File: src/rtl/meter_event_map.svh
// Register map and bit positions of the metering event status and mask block
// Contract
// - Set status bit 24 when the voltage peak detection period ends.
// - Set status bit 25 when recomputed checksum differs from run-time capture.
// - Status bits 31 to 26 always read zero.
// - Mask bit 0 enables interrupt on bit 30 change, total active energy.
// - Mask bit 1 enables interrupt on bit 30 change, fundamental active energy.
// - Mask bit 2 is reserved and controls nothing.
// - Mask bit 3 enables interrupt on bit 30 change, fundamental reactive energy.
// - Mask bit 4 enables interrupt on bit 30 change, apparent energy.
// - Mask bit 5 enables interrupt at end of line-cycle accumulation.
// - Mask bits 6-8 enable per-phase active power sign change, selectable source.
// - Mask bit 9 enables interrupt on first output sum power sign change.
// - Mask bits 10-12 enable per-phase fundamental reactive sign change.
// - Mask bit 13 enables interrupt on second output sum power sign change.
// - Mask bit 14 enables interrupt on first output pulse start, even disabled.
// - Mask bit 15 enables interrupt on second output falling edge, even disabled.
// - Mask bit 16 enables interrupt on third output falling edge, even disabled.
// - Mask bit 17 enables interrupt when each 8 kHz DSP cycle completes.
// - Reset-complete is unmaskable and pulls the interrupt pin low.
`ifndef METER_EVENT_MAP_SVH
`define METER_EVENT_MAP_SVH
`define MEV_ADDR_STAT_HI 8'h00
`define MEV_ADDR_MASK_LO 8'h04
`define MEV_ADDR_STAT_LO 8'h08
`define MEV_ADDR_MASK_HI 8'h0C
`define MEV_ADDR_ACCUM 8'h10
`define MEV_ADDR_FCFG 8'h14
`define MEV_ADDR_CTRL 8'h18
`define MEV_LO_W 18
`define MEV_BIT_RESET_COMPLETE_FLAG 15
`define MEV_BIT_RSVD_ONE 21
`define MEV_BIT_PEAK 24
`define MEV_BIT_CRC 25
`define MEV_RSVD_LSB 26
`define MEV_BIT_SIGN_SEL 6
`define MEV_BIT_RESV_MASK 2
`define MEV_BIT_LINE_MODE 1
`define MEV_BIT_RUN 0
`define MEV_FCFG_W 12
`define MEV_DIS_LSB 9
`define MEV_SRC1_LSB 0
`define MEV_SRC2_LSB 3
`define MEV_SRC3_LSB 6
`define MEV_ZERO32 32'h00000000
`define MEV_STAT_HI_RST 32'h00208000
`define MEV_HI_LIVE 32'h03008000
`define MEV_MASK_HI_LIVE 32'h03000000
`endif

File: src/rtl/meter_event_pkg.sv
// Types shared by the metering event status and mask block
package meter_event_pkg;
  typedef logic [31:0] word_t;
  typedef logic [17:0] lo_vec_t;
  typedef logic [2:0] phase_vec_t;
  typedef logic [11:0] fcfg_t;
endpackage

File: src/rtl/meter_event_status_mask.sv
// Event status flags, interrupt masks and Wishbone slave of the metering core
`include "meter_event_map.svh"
module meter_event_status_mask (
  // Clock and reset
  input wire logic CLK_SYS,
  input wire logic RESET,
  // Wishbone classic slave
  input wire logic CYC_I,
  input wire logic STB_I,
  input wire logic WE_I,
  input wire logic [7:0] ADR_I,
  input wire logic [3:0] SEL_I,
  input wire logic [31:0] DAT_I,
  output logic [31:0] DAT_O,
  output logic ACK_O,
  // Energy accumulator bit 30, one per phase
  input wire logic [2:0] TOTAL_ACT_BIT30,
  input wire logic [2:0] FUND_ACT_BIT30,
  input wire logic [2:0] FUND_REACT_BIT30,
  input wire logic [2:0] APPARENT_BIT30,
  // Power signs, one per phase plus one per output sum, high when negative
  input wire logic [2:0] TOTAL_ACT_SIGN,
  input wire logic [2:0] FUND_ACT_SIGN,
  input wire logic [2:0] FUND_REACT_SIGN,
  input wire logic SUM1_SIGN,
  input wire logic SUM2_SIGN,
  // Datapath event pulses
  input wire logic LINE_CYCLE_DONE,
  input wire logic DSP_CYCLE_DONE,
  input wire logic VOLT_PEAK_PERIOD_DONE,
  input wire logic POWER_MODE_RETURN,
  // Configuration checksum
  input wire logic [31:0] CHECKSUM,
  input wire logic CHECKSUM_VALID,
  // Frequency outputs
  input wire logic [2:0] FREQ_OUT_LEVEL,
  output logic [2:0] FREQ_OUT_PIN,
  output logic [2:0] FREQ_OUT1_SOURCE,
  output logic [2:0] FREQ_OUT2_SOURCE,
  output logic [2:0] FREQ_OUT3_SOURCE,
  // Interrupt pin, active low
  output logic INTERRUPT_PIN_ONE_N
);

  meter_event_pkg::word_t stat_hi_ff;
  meter_event_pkg::lo_vec_t stat_lo_ff;
  meter_event_pkg::lo_vec_t mask_lo_ff;
  meter_event_pkg::word_t mask_hi_ff;
  meter_event_pkg::word_t accum_ff;
  meter_event_pkg::fcfg_t fcfg_ff;
  logic [1:0] ctrl_ff;
  meter_event_pkg::word_t crc_ref_ff;
  logic primed_ff;
  logic [2:0] tot_q_ff, fact_q_ff, frea_q_ff, app_q_ff;
  logic [2:0] asign_q_ff, rsign_q_ff, lvl_q_ff;
  logic sum1_q_ff, sum2_q_ff;
  logic [31:0] dat_ff;
  logic ack_ff;
  logic irq_n_ff;

  meter_event_pkg::lo_vec_t ev_lo;
  meter_event_pkg::word_t ev_hi;
  meter_event_pkg::word_t wmask;
  meter_event_pkg::word_t nxt_rdata;
  logic [2:0] act_sign;
  logic req, wr, crc_bad, any_irq;

  assign req = CYC_I && STB_I && !ack_ff;
  assign wr = req && WE_I;
  assign wmask = {{8{SEL_I[3]}}, {8{SEL_I[2]}}, {8{SEL_I[1]}},
                  {8{SEL_I[0]}}};

  // Source of the per-phase active sign follows the select bit
  assign act_sign = accum_ff[`MEV_BIT_SIGN_SEL] ? FUND_ACT_SIGN
                                                : TOTAL_ACT_SIGN;

  // First cycle after reset only loads history, so no false edge
  always_ff @(posedge CLK_SYS or posedge RESET) begin
    if (RESET) begin
      primed_ff <= 1'b0;
      tot_q_ff <= 3'h0;
      fact_q_ff <= 3'h0;
      frea_q_ff <= 3'h0;
      app_q_ff <= 3'h0;
      asign_q_ff <= 3'h0;
      rsign_q_ff <= 3'h0;
      lvl_q_ff <= 3'h7;
      sum1_q_ff <= 1'b0;
      sum2_q_ff <= 1'b0;
    end else begin
      primed_ff <= 1'b1;
      tot_q_ff <= TOTAL_ACT_BIT30;
      fact_q_ff <= FUND_ACT_BIT30;
      frea_q_ff <= FUND_REACT_BIT30;
      app_q_ff <= APPARENT_BIT30;
      asign_q_ff <= act_sign;
      rsign_q_ff <= FUND_REACT_SIGN;
      lvl_q_ff <= FREQ_OUT_LEVEL;
      sum1_q_ff <= SUM1_SIGN;
      sum2_q_ff <= SUM2_SIGN;
    end
  end

  // Low-word events; set regardless of mask, mask only gates the pin
  always_comb begin
    ev_lo = '0;
    ev_lo[0] = |(TOTAL_ACT_BIT30 ^ tot_q_ff);
    ev_lo[1] = |(FUND_ACT_BIT30 ^ fact_q_ff);
    ev_lo[3] = |(FUND_REACT_BIT30 ^ frea_q_ff);
    ev_lo[4] = |(APPARENT_BIT30 ^ app_q_ff);
    ev_lo[5] = LINE_CYCLE_DONE && ctrl_ff[`MEV_BIT_LINE_MODE];
    ev_lo[8:6] = act_sign ^ asign_q_ff;
    ev_lo[9] = SUM1_SIGN ^ sum1_q_ff;
    ev_lo[12:10] = FUND_REACT_SIGN ^ rsign_q_ff;
    ev_lo[13] = SUM2_SIGN ^ sum2_q_ff;
    // Taken before the disable gate so a disabled pin still interrupts
    ev_lo[14] = lvl_q_ff[0] && !FREQ_OUT_LEVEL[0];
    ev_lo[15] = lvl_q_ff[1] && !FREQ_OUT_LEVEL[1];
    ev_lo[16] = lvl_q_ff[2] && !FREQ_OUT_LEVEL[2];
    ev_lo[17] = DSP_CYCLE_DONE;
    if (!primed_ff) begin
      ev_lo = '0;
    end
  end

  assign crc_bad = CHECKSUM_VALID && ctrl_ff[`MEV_BIT_RUN]
                   && (CHECKSUM != crc_ref_ff);

  always_comb begin
    ev_hi = '0;
    ev_hi[`MEV_BIT_RESET_COMPLETE_FLAG] = POWER_MODE_RETURN;
    ev_hi[`MEV_BIT_PEAK] = VOLT_PEAK_PERIOD_DONE;
    ev_hi[`MEV_BIT_CRC] = crc_bad;
  end

  // Sticky flags; a set in the clearing cycle wins over the clear
  always_ff @(posedge CLK_SYS or posedge RESET) begin
    if (RESET) begin
      stat_lo_ff <= '0;
    end else if (wr && ADR_I == `MEV_ADDR_STAT_LO) begin
      stat_lo_ff <= (stat_lo_ff & ~(DAT_I[17:0] & wmask[17:0]))
                    | ev_lo;
    end else begin
      stat_lo_ff <= stat_lo_ff | ev_lo;
    end
  end

  // Reset-complete flag comes up set out of every reset
  always_ff @(posedge CLK_SYS or posedge RESET) begin
    if (RESET) begin
      stat_hi_ff <= `MEV_STAT_HI_RST;
    end else if (wr && ADR_I == `MEV_ADDR_STAT_HI) begin
      stat_hi_ff <= ((stat_hi_ff & ~(DAT_I & wmask)) | ev_hi)
                    & `MEV_HI_LIVE;
    end else begin
      stat_hi_ff <= (stat_hi_ff | ev_hi) & `MEV_HI_LIVE;
    end
  end

  // Checksum captured when run goes from 0 to 1
  always_ff @(posedge CLK_SYS or posedge RESET) begin
    if (RESET) begin
      ctrl_ff <= 2'h0;
      crc_ref_ff <= `MEV_ZERO32;
    end else if (wr && ADR_I == `MEV_ADDR_CTRL && SEL_I[0]) begin
      ctrl_ff <= DAT_I[1:0];
      if (DAT_I[`MEV_BIT_RUN] && !ctrl_ff[`MEV_BIT_RUN]) begin
        crc_ref_ff <= CHECKSUM;
      end
    end
  end

  // Mask and configuration registers
  always_ff @(posedge CLK_SYS or posedge RESET) begin
    if (RESET) begin
      mask_lo_ff <= '0;
      mask_hi_ff <= `MEV_ZERO32;
      accum_ff <= `MEV_ZERO32;
      fcfg_ff <= '0;
    end else if (wr) begin
      unique case (ADR_I)
        `MEV_ADDR_MASK_LO: mask_lo_ff <= (mask_lo_ff & ~wmask[17:0])
                                         | (DAT_I[17:0] & wmask[17:0]);
        `MEV_ADDR_MASK_HI: mask_hi_ff <= ((mask_hi_ff & ~wmask)
                                          | (DAT_I & wmask))
                                         & `MEV_MASK_HI_LIVE;
        `MEV_ADDR_ACCUM: accum_ff <= (accum_ff & ~wmask) | (DAT_I & wmask);
        `MEV_ADDR_FCFG: fcfg_ff <= (fcfg_ff & ~wmask[11:0])
                                   | (DAT_I[11:0] & wmask[11:0]);
        default: ;
      endcase
    end
  end

  // Disabled pins idle high; sources go out to the pulse datapath
  always_ff @(posedge CLK_SYS or posedge RESET) begin
    if (RESET) begin
      FREQ_OUT_PIN <= 3'h7;
    end else begin
      FREQ_OUT_PIN <= FREQ_OUT_LEVEL | fcfg_ff[`MEV_DIS_LSB +: 3];
    end
  end
  assign FREQ_OUT1_SOURCE = fcfg_ff[`MEV_SRC1_LSB +: 3];
  assign FREQ_OUT2_SOURCE = fcfg_ff[`MEV_SRC2_LSB +: 3];
  assign FREQ_OUT3_SOURCE = fcfg_ff[`MEV_SRC3_LSB +: 3];

  // Reserved mask bit kept readable but never gates anything
  assign any_irq = |(stat_lo_ff & mask_lo_ff
                     & ~(18'h1 << `MEV_BIT_RESV_MASK))
                   | |(stat_hi_ff & mask_hi_ff)
                   | stat_hi_ff[`MEV_BIT_RESET_COMPLETE_FLAG];

  // Registered pin; low from reset since reset-complete is set
  always_ff @(posedge CLK_SYS or posedge RESET) begin
    if (RESET) begin
      irq_n_ff <= 1'b0;
    end else begin
      irq_n_ff <= !any_irq;
    end
  end
  assign INTERRUPT_PIN_ONE_N = irq_n_ff;

  // Read mux; unmapped addresses read zero and still acknowledge
  always_comb begin
    nxt_rdata = `MEV_ZERO32;
    unique case (ADR_I)
      `MEV_ADDR_STAT_HI: begin
        nxt_rdata = stat_hi_ff;
        // Reserved bit reads as a constant one; reset loads it but the live mask drops it
        nxt_rdata[`MEV_BIT_RSVD_ONE] = 1'b1;
      end
      `MEV_ADDR_MASK_LO: nxt_rdata[17:0] = mask_lo_ff;
      `MEV_ADDR_STAT_LO: nxt_rdata[17:0] = stat_lo_ff;
      `MEV_ADDR_MASK_HI: nxt_rdata = mask_hi_ff;
      `MEV_ADDR_ACCUM: nxt_rdata = accum_ff;
      `MEV_ADDR_FCFG: nxt_rdata[11:0] = fcfg_ff;
      `MEV_ADDR_CTRL: nxt_rdata[1:0] = ctrl_ff;
      default: nxt_rdata = `MEV_ZERO32;
    endcase
  end

  // One wait state: ack one cycle after the request, dropped next cycle
  always_ff @(posedge CLK_SYS or posedge RESET) begin
    if (RESET) begin
      ack_ff <= 1'b0;
      dat_ff <= `MEV_ZERO32;
    end else begin
      ack_ff <= req;
      if (req && !WE_I) begin
        dat_ff <= nxt_rdata;
      end
    end
  end
  assign ACK_O = ack_ff;
  assign DAT_O = dat_ff;
endmodule

File: config.mk
export PLATFORM = sky130hd
export DESIGN_NAME = meter_event_status_mask
export DESIGN_NICKNAME = d
export VERILOG_FILES = /design/src/rtl/meter_event_pkg.sv /design/src/rtl/meter_event_status_mask.sv
export VERILOG_INCLUDE_DIRS = /design/src /design/src/rtl
export SDC_FILE = /design/constraint.sdc
export NUM_CORES = 1
export LEC_CHECK = 0
export ABC_AREA = 1
export BUFFER_PORTS_ARGS = -buffer_cell sky130_fd_sc_hd__buf_2
export CORE_MARGIN = 8
export CORE_UTILIZATION = 55
export CTS_CLUSTER_DIAMETER = 150
export CTS_CLUSTER_SIZE = 8
export DETAILED_ROUTE_END_ITERATION = 8
export PLACE_DENSITY_LB_ADDON = 0.12
export SYNTH_ARGS = -nofsm -noshare
export SYNTH_HDL_FRONTEND = slang
export SYNTH_SLANG_ARGS = --single-unit
File: constraint.sdc
create_clock -name CLK_SYS -period 7.95 [get_ports CLK_SYS]
set_input_delay 1.1925 -clock CLK_SYS [delete_from_list [all_inputs] [get_ports CLK_SYS]]
set_output_delay 1.1925 -clock CLK_SYS [all_outputs]
set_load 0.02 [all_outputs]
# Yosys cells after proc, flatten, opt, wreduce, memory -nomap -nowiden
# Cells that the tools add are included.
# classes
n_eq_ne	7
mux	8
bitwise	35
reduce_logical	34
# op_table
cell	n
26-bit bitwise AND	3
26-bit OR	3
18-bit bitwise AND	4
32-bit bitwise AND	2
18-bit OR	3
10-bit one-hot mux with 5 select lines	1
14-bit one-hot mux with 3 select lines	1
18-bit 2-to-1 mux	2
18-bit inverter	2
32-bit != test	1
32-bit inverter	1
32-bit OR	1
32-bit OR reduction	1
26-bit 2-to-1 mux	1
26-bit inverter	1
12-bit bitwise AND	2
8-bit by 5-bit equality test with 1-bit output (second input constant)	3
6-bit one-hot mux with 4 select lines	1
3-bit XOR	6
17-bit OR reduction	1
8-bit by 4-bit equality test with 1-bit output (second input constant)	2
1-bit logical AND	15
12-bit inverter	1
12-bit OR	1
other kinds (10)	25
# totals
register_bits	203
in_bits	112
output_inout_bits	46

# Longest topological paths before layout
# Gate-level depths: netlist of run 1.
# depth
depth_word	6
depth_mapped	10
ltp_nobuf	10

# Worst setup path after synthesis of run 1
# No wires, ideal clock.
# synth_path
path_type	input to register
from	input ADR_I[7]
to	register with a tool-made name
setup_ns	0.118
arrival_time_ns	2.194
setup_slack_ns	5.638
path_stages	9
path_cell_list	nor2_2 -> nand3_2 -> nor2_4 -> inv_2 -> nor2_4 -> nand2_2 -> buf_6 -> nand2_1 -> o21ai_2
# synth_rtl
element	line	rtl
from (decl)	meter_event_status_mask.sv:11	input wire logic [7:0] ADR_I,

==> metrics, run 1 <==
outcome finished, final reports clean; Ys Warns 0; Worst-Margin Slew 1.02 ns; CP Max Fanout 33; Net Sw Frac 21.8%; clock share of power 47.5%; WL final 20400 um; clk root buf clkbuf_16; antenna viol nets, final 0; Switching Power between 400 and 500 uW; crit path launch ADR_I[7]; sequence of cells on the critical path buf_2 -> nor2_2 -> nand3_2 -> nor2_4 -> inv_2 -> nor2_4 -> nand2_2 -> nand2_1 -> o21ai_2; flop2flop setup slack around 5.8 ns; Max Freq 0.325 GHz; pwr/cell area 208 nW/um^2; antenna violations before repair 0; largest net degree at the start of global routing approximately 120; GRT Total Usage 21.7%; Area growth syn-to-layout 18.2%; Avg Cell Area, Syn 8.66 sq um; placed cell area 9020 sq um; final setup vio count 0; Gate Count Post-Synth 948; Final nets 1201; CP Capture Type register; Rel. slew slack about a third; critical setup path kind primary input to register; Setup TNS 0 ns; reg2reg path depth 8; core footprint 14600 sq um; Residual DRC 0; number of global-route vias before repair 6783; synth unique cells 40; GPL Wtd Cong approximately 0.84; most frequent CP cell nor2_4; CP required 8.25 ns; worst r2r src ACK_O$_DFF_PP0_; first-pass GRT wire length 34000 um; Die Span X 138 um; WL per Instance approximately 16 um; Seq pwr share 46.4%; Inserted Clock Buffers 17; CP Buf/Inv Count 2; crit-path leading delay family simple AND/OR/NAND/NOR gates; vias per inst 5.19; Max-Cap Viols 0; post-route cell area 9700 sq um; Final Hold Violating Endpoints 0; Worst-Skew Late Latency 0.43 ns; Power Internal approximately 1600 uW; post-CTS sizing 0; post-synthesis sequential area ratio 55.0%; Leak ~0.0050 uW; Max clock buf depth 2; Clock Sinks 180; Stages on worst setup path 9; initial core utilization 56.3%; Post CTS Setup Buffer Count 0; Hold Crit Depth 2; Via Count 6670; reg2reg end crc_ref_ff[18]$_DFFE_PP0P_; combinational power share 6.1%; clk slew on worst S/H paths 0.06 ns; CTS tree yes; flops & latches, synth 180; slowest stage cell, crit path nor2_4; IO Port Bufs 157; H-tree Lvls 4; gr ovfl total 0; First DRT Iteration DRCs roughly 480; fin crit share 38.7%; layout cells sized above 1 22.8%; area of the die 19100 sq um; setup repair after global routing missed its margin no; post-layout util 66.5%; DP Wirelength 14500 um; Worst Hold Launch DAT_O[23]$_DFFE_PP0P_; I/O pins 158; Tmin final 3.08 ns; Hold Crit Class register to register; Crit path largest cell delay around 0.7 ns; Pre-antenna DRT Iters 5; die height 138 um; mapped cell area 8210 sq um; Setup Skew a little over 0.009 ns; antenna cells 0; worst vdd ir around 140 uV; # rows between 40 and 50; Synth Net Count 1060; CP Launch Type primary input; overall power 2020 uW; crit path DAT 3.38 ns; WHS between 0.4 and 0.5 ns; Max Slew Vio Count 0; Post-CTS Hold Buffers 0
worst reg2reg max path: stages (launching register included):
cell and delay (ns):
dfrtp_1 0.44, nor3_2 0.27, nand2_2 0.18, clkinv_4 0.15, nand3_4 0.10, clkinv_2 0.28
nand2_4 0.36, nand2_1 0.19, o21ai_2 0.06
cells in the mapped netlist, drive strengths merged:
master	number	area share, %
a211oi	1	0.091
a21o	1	0.091
a21oi	2	0.12
a221oi	3	0.32
buf	29	2.6
clkbuf	10	0.46
clkinv	2	0.17
conb	1	0.046
dfrtp	173	53
dfstp	7	2.2
inv	56	2.6
nand2	391	18
nand3	82	5.4
nand3b	1	0.091
nand4	12	0.91
nor2	30	1.9
nor3	5	0.56
nor4	2	0.23
o21a	1	0.091
o21ai	90	6.3
o31ai	3	0.27
or2	6	0.46
xnor2	28	3.0
xor2	12	1.3
power groups by stage:
stage	clock, uW	combinational (uW)	sequential (uW)
finish	960	123	938
global route	1000	139	939
CTS	971	125	938
detailed placement	0	124	955
global placement	0	123	955
floorplan	0	61.9	958
layout make-up:
cell class,count,area (sq um)
Fill cell,1307,4890
Sequential cell,180,4510
Multi-Input combinational cell,671,3230
Timing Repair Buffer,161,816
Clock buffer,19,453
Tap cell,184,230
Inverter,58,229
Clock inverter,13,228
cell families after synthesis:
| logic type | Yosys count | synth area share (%) |
|---|---|---|
| flip-flops | 180 | 55.0 |
| AND/OR/NAND/NOR | 529 | 27.7 |
| buffers and inverters | 97 | 5.76 |
| AO/OA/AOI/OAI | 101 | 7.25 |
| other | 1 | 0.0457 |
| XOR/XNOR | 40 | 4.27 |
layout by cell type, fill, tap and decap left out, drive strengths merged, types with 19 or more instances in the layout:
master	count
nor2	30
xnor2	28
nand2	391
buf	161
nand3	82
inv	57
o21ai	90
dfrtp	173
clkbuf	19
per-layer routing:
layer | GRT usage, % | vias up | routed length, um
met5 | 0 | - | 0
met4 | 7.32 | 0 | 309
met3 | 4.76 | 19 | 1250
met2 | 34.4 | 218 | 9570
met1 | 29.0 | 3145 | 9290
li1 | - | 3288 | -
worst min-delay path by stage:
stage / endpoint
after global placement: register
after floorplan: register
after detailed placement: register
after CTS: register
after global routing: register
final: DAT_O[23]$_DFFE_PP0P_
metrics by stage:
stage | setup WS [ns] | instances
2_1_floorplan | 1.88 | 948
3_3_place_gp | 4.54 | 1254
3_5_place_dp | 4.47 | 1254
4_1_cts | 4.87 | 1286
5_1_grt | 4.71 | 1286
6_report | 4.87 | 1286
Note: power is estimated with default switching activity, not from simulation.
==> inputs of run 2 (changes only) <==
ABC_AREA = 0   (was 1)
clock period = 3.1 ns   (was 7.95 ns; I/O delays follow)
==> metrics, run 2 <==
Synth Area in Compound Gates 9.93% (+2.7 points); core footprint 13800 sq um (-5.2%); Final nets 872 (-27%); post-route cell area 9310 sq um (-4.1%); CP Capture Type register; Rel. slew slack 48.0% (+16 points); Ys Warns 0 (unchanged); Max clock buf depth 2 (unchanged); XOR/XNOR Fraction of Synth Area 5.97% (+1.7 points); Post-Synth Adder-Cell Area 0% (unchanged); Via Count 5533 (-17%); DP Wirelength 13800 um (-5.2%); Seq pwr share 50.1% (+3.7 points); initial core utilization 56.2% (about the same); First DRT Iteration DRCs 406 (-15%); WL met2 8990 um (-6.1%); WL per Instance 19.7 um (+24%); routed metal-1 wirelength 7710 um (-17%); Final Hold Violating Endpoints 0 (unchanged); setup repair after global routing missed its margin no; Leak 0.00440 uW (-12%); CP Max Fanout 32 (-3.0%); EDFF count, synth 0 (unchanged); crit path DAT 2.60 ns (-0.78 ns); WL final 18700 um (-8.2%); GRT Total Usage 21.0% (-0.70 points); post-CTS sizing 0 (unchanged); fin crit share 74.0%; outcome finished, final reports clean; first-pass GRT wire length 30200 um (-11%); Max Slew Vio Count 0 (unchanged); Detail Route met3 WL 1750 um (+40%); worst vdd ir 402 uV (+180%); antenna violations before repair 0 (unchanged); IO Port Bufs 157 (unchanged); clock share of power 43.9% (-3.6 points); combinational power share 6.0% (about the same); vias per inst 5.81 (+12%); number of global-route vias before repair 5846 (-14%); pwr/cell area 515 nW/um^2 (+150%); Clock Sinks 180 (unchanged); Residual DRC 0 (unchanged); Synth Net Count 714 (-33%); Worst-Margin Slew 0.777 ns (-0.243 ns); most frequent cells in the layout dfrtp_1, buf_2, mux2_2; Avg Cell Area, Syn 12.9 sq um (+49%); synth cell count leaders dfrtp_1, mux2_2, nand2_1, xnor2_1, a22o_1; clk root buf clkbuf_16; WHS 0.0863 ns (-0.387 ns); Hold Crit Class primary input to asynchronous set/reset pin; Post-CTS Hold Buffers 0 (unchanged); Setup Skew 0.00780 ns (-0.00134 ns); largest family of logic cells by synthesized area multiplexers; Tmin final 2.30 ns; Max Freq 0.436 GHz; Die Span X 135 um (-2.4%); CTS tree yes; H-tree Lvls 4 (unchanged); Pre-antenna DRT Iters 5 (unchanged); CP required 3.41 ns (-4.84 ns); mapped cell area 7780 sq um (-5.3%); simple-gate share of the synthesized area 8.95% (-19 points); commonest non-fill, non-tap cell in the layout dfrtp_1; Inserted Clock Buffers 17 (unchanged); share of the synthesized area in the top cell type 55.7% (+3.0 points); flops & latches, synth 180 (unchanged); Setup TNS 0 ns (unchanged); area of the die 18200 sq um (-4.7%); gr ovfl total 0 (unchanged); mux share of post-synthesis cell area 14.9% (+15 points); Net Sw Frac 22.2% (+0.40 points); Area contributors post-synth dfrtp_1, mux2_2, xnor2_1; GPL Wtd Cong 0.844 (+0.55%); top layer in use met4; async set-reset flop share out of synthesis 100% (unchanged); largest net degree at the start of global routing 114 (-2.6%); non-filler cells, final 953 (-26%); Max-Cap Viols 0 (unchanged); placed cell area 8720 sq um (-3.4%); # rows 43 (-2.3%); Area growth syn-to-layout 19.7%; final-layout fill cell count 1046 (-20%); final setup vio count 0 (unchanged); post-synthesis sequential area ratio 58.0% (+3.1 points); layout cells sized above 1 41.8% (+19 points); Post CTS Setup Buffer Count 0 (unchanged); Gate Count Post-Synth 602 (-36%); die height 135 um (-2.4%); CP Launch Type register; critical setup path kind register to register; Yosys top cell by area dfrtp_1; I/O pins 158 (unchanged); Power Internal 3730 uW (+140%); antenna viol nets, final 0 (unchanged); clk slew on worst S/H paths 0.06 ns (about the same); synth unique cells 44 (+10%); placed insts 921 (-27%); antenna cells 0 (unchanged); Switching Power 1070 uW (+140%); Worst-Skew Late Latency 0.43 ns (about the same); dominant synthesized flop cell dfrtp_1; count leader, synth dfrtp_1
## run 2: cell count changes after synthesis, sizes merged, moves of 4 or more
cell / previous run / this run
nand2: 391 / 54
inv: 56 / 1
a221oi: 3 / 14
buf: 29 / 13
o21ai: 90 / 20
a222oi: 0 / 4
a22oi: 0 / 18
xor2: 12 / 8
a22o: 0 / 30
mux2: 0 / 101
clkbuf: 10 / 16
xnor2: 28 / 45
nand3: 82 / 9
## run 2: area by class of cell
type	count	area, sq um	share of cell area [%]
Timing Repair Buffer	168	881	9.46
Sequential cell	180	4510	48.5
Tap cell	180	225	2.42
Clock buffer	21	460	4.95
Inverter	1	7.51	0.0807
Multi-Input combinational cell	392	3090	33.2
Clock inverter	11	126	1.36
## run 2: worst paths after layout
path / cells past startpoint / slack [ns] / startpoint / endpoint
hold reg to reg: 2 / 0.48 / DAT_O[14]$_DFFE_PP0P_ / DAT_O[14]$_DFFE_PP0P_
setup / recovery: 6 / 0.80 / ACK_O$_DFF_PP0_ / crc_ref_ff[4]$_DFFE_PP0P_
hold / removal: 2 / 0.09 / RESET / asynchronous set/reset pin
setup reg to reg: 6 / 0.80 / ACK_O$_DFF_PP0_ / crc_ref_ff[4]$_DFFE_PP0P_
min in group CLK_SYS: 1 / 0.15 / FREQ_OUT_LEVEL[0] / lvl_q_ff[0]$_DFF_PP1_
max in group asynchronous: 3 / 2.06 / RESET / asynchronous set/reset pin
## run 2: stage by stage
step / total power (uW) / setup WS [ns] / util, %
6_report: 4790 / 0.805 / 67.3
2_1_floorplan: 2580 / 0.332 / -
5_1_grt: 4950 / 0.694 / 67.3
4_1_cts: 4840 / 0.809 / 67.3
3_5_place_dp: 2730 / 0.467 / 63.1
3_3_place_gp: 2720 / 0.531 / 63.1
## run 2: kinds of logic after synthesis
group,Yosys count
DFF,180
other,1
AOI/OAI and AO/OA,101
and+or+nand+nor,134
xor gates and xnor gates,53
buffers and inverters,30
muxes,103
## run 2: power by group through the flow
stage	combinational (uW)	sequential, uW	clock [uW]
after global routing	318	2400	2230
after global placement	283	2440	0
after CTS	291	2400	2150
final	287	2400	2110
after floorplan	142	2440	0
after detailed placement	290	2440	0
## run 2: metal layers
layer | vias to the layer above | track usage [%]
met3 | 26 | 7.10
met1 | 2796 | 26.5
met2 | 217 | 33.5
li1 | 2494 | -
met4 | 0 | 6.30
met5 | - | 0
## run 2: worst max-delay path, stage by stage (launching register included)
cell,delay (ns)
dfrtp_1,0.40
and4b_1,0.41
and2_1,0.19
nand4_2,0.17
nor3b_4,0.23
buf_4,0.39
mux2_2,0.39
==> inputs of run 3 (changes only) <==
ABC_AREA = 1   (was 0)
clock period = 2.36 ns   (was 3.1 ns; I/O delays follow)
==> metrics, run 3 (synthesis gave the netlist of run 1 again) <==
Max Freq 0.547 GHz (+26%); post-CTS sizing 0 (unchanged); CTS tree yes; crit-path leading delay family simple AND/OR/NAND/NOR gates; Inserted Clock Buffers 17 (unchanged); Post-CTS Hold Buffers 0 (unchanged); Hold Crit Depth 1; first-pass GRT wire length 34100 um (+13%); Setup Skew 0.00824 ns (+0.000443 ns); worst vdd ir 447 uV (+11%); die height 138 um (+2.4%); DP Wirelength 14600 um (+6.5%); WHS 0.0432 ns (-0.0432 ns); largest net degree at the start of global routing 94 (-18%); Area growth syn-to-layout 18.4%; outcome finished, final reports clean; vias per inst 5.16 (-11%); Post CTS Setup Buffer Count 0 (unchanged); core footprint 14600 sq um (+5.5%); IO Port Bufs 157 (unchanged); Hold Path End lvl_q_ff[1]$_DFF_PP1_; sequence of cells on the critical path nor3_2 -> nand2_2 -> nor2_4 -> nand2_2 -> nand2_1 -> o21ai_2; Clock Sinks 180 (unchanged); Max Slew Vio Count 0 (unchanged); slowest stage cell, crit path dfrtp_1; final setup vio count 0 (unchanged); clk root buf clkbuf_16; # rows 44 (+2.3%); WL per Instance 15.8 um (-20%); layout cells sized above 1 23.3% (-18 points); Pre-antenna DRT Iters 5 (unchanged); Via Count 6693 (+21%); Crit path largest cell delay 0.43 ns (+0.02 ns); clk slew on worst S/H paths 0.07 ns (about the same); fin crit share 77.4% (+3.4 points); setup repair after global routing missed its margin no; initial core utilization 56.3% (about the same); Leak 0.00501 uW (+14%); H-tree Lvls 4 (unchanged); Max-Cap Viols 0 (unchanged); most frequent cells in the layout nand2_1, dfrtp_1, buf_2; GRT Total Usage 21.9% (+0.87 points); Final nets 1210 (+39%); Residual DRC 0 (unchanged); CP required 2.66 ns (-0.75 ns); WL final 20500 um (+9.4%); area of the die 19100 sq um (+4.9%); Die Span X 138 um (+2.4%); reg2reg path depth 6 (unchanged); Final Hold Violating Endpoints 0 (unchanged); pwr/cell area 668 nW/um^2 (+30%); CP Launch Type register; Tmin final 1.83 ns (-0.469 ns); post-layout util 66.6% (-0.66 points); CP Buf/Inv Count 0 (-1); Worst-Skew Late Latency 0.42 ns (about the same); Rel. slew slack 57.9% (+9.9 points); most frequent CP cell nand2_2; CP Capture Type register; worst r2r src ACK_O$_DFF_PP0_; Max clock buf depth 2 (unchanged); antenna viol nets, final 0 (unchanged); commonest non-fill, non-tap cell in the layout nand2_1; crit path DAT 2.13 ns (-0.47 ns); Hold Crit Class primary input to register; flop2flop setup slack 0.53 ns (-0.27 ns); Worst Hold Launch FREQ_OUT_LEVEL[1]; CP Max Fanout 16 (-50%); Worst-Margin Slew 0.631 ns (-0.146 ns); antenna violations before repair 1 (+1); number of global-route vias before repair 6763 (+16%); critical setup path kind register to register; First DRT Iteration DRCs 601 (+48%); gr ovfl total 0 (unchanged); GPL Wtd Cong 0.846 (+0.30%); I/O pins 158 (unchanged)
==> run 3: per-layer routing <==
layer	up-vias	part of all wire (%)	global-route usage, %
met5	-	0	0
li1	3318	-	-
met4	0	1.3	7.49
met1	3126	44	28.5
met3	27	7.3	5.24
met2	222	47	35.2
==> run 3: power by group <==
part / switching [uW] / total [uW] / internal, uW
combinational: 271 / 424 / 153
clock: 1150 / 2910 / 1760
sequential: 26.1 / 3160 / 3130
==> run 3: area by class of cell <==
type / count / area (sq um)
clock inverters: 7 / 93.8
diodes: 1 / 2.50
well taps: 184 / 230
repair buffers: 170 / 896
clock buffers: 25 / 526
inverters: 58 / 228
multi-input cells: 671 / 3230
fillers: 1239 / 4870
flip-flops and latches: 180 / 4510
==> run 3: stage by stage <==
stage | worst slack [ns] | cell area [sq um] | cells | setup TNS, ns | power [uW]
after floorplan | -0.297 | 8220 | 948 | -51.36 | 3440
after global routing | 0.402 | 9720 | 1296 | 0 | 6720
after global placement | 0.395 | 9100 | 1263 | 0 | 3640
final | 0.533 | 9720 | 1296 | 0 | 6490
after detailed placement | 0.315 | 9100 | 1263 | 0 | 3650
after CTS | 0.538 | 9720 | 1295 | 0 | 6540
==> run 3: worst max-delay path by stage <==
stage,endpoint,from,cells after the start
after global placement,register,ADR_I[7],8
after floorplan,ACK_O$_DFF_PP0_,RESET,1
final,register,ACK_O$_DFF_PP0_,6
after CTS,register,ACK_O$_DFF_PP0_,6
after global routing,crc_ref_ff[20]$_DFFE_PP0P_,ACK_O$_DFF_PP0_,8
after detailed placement,register,ADR_I[7],8
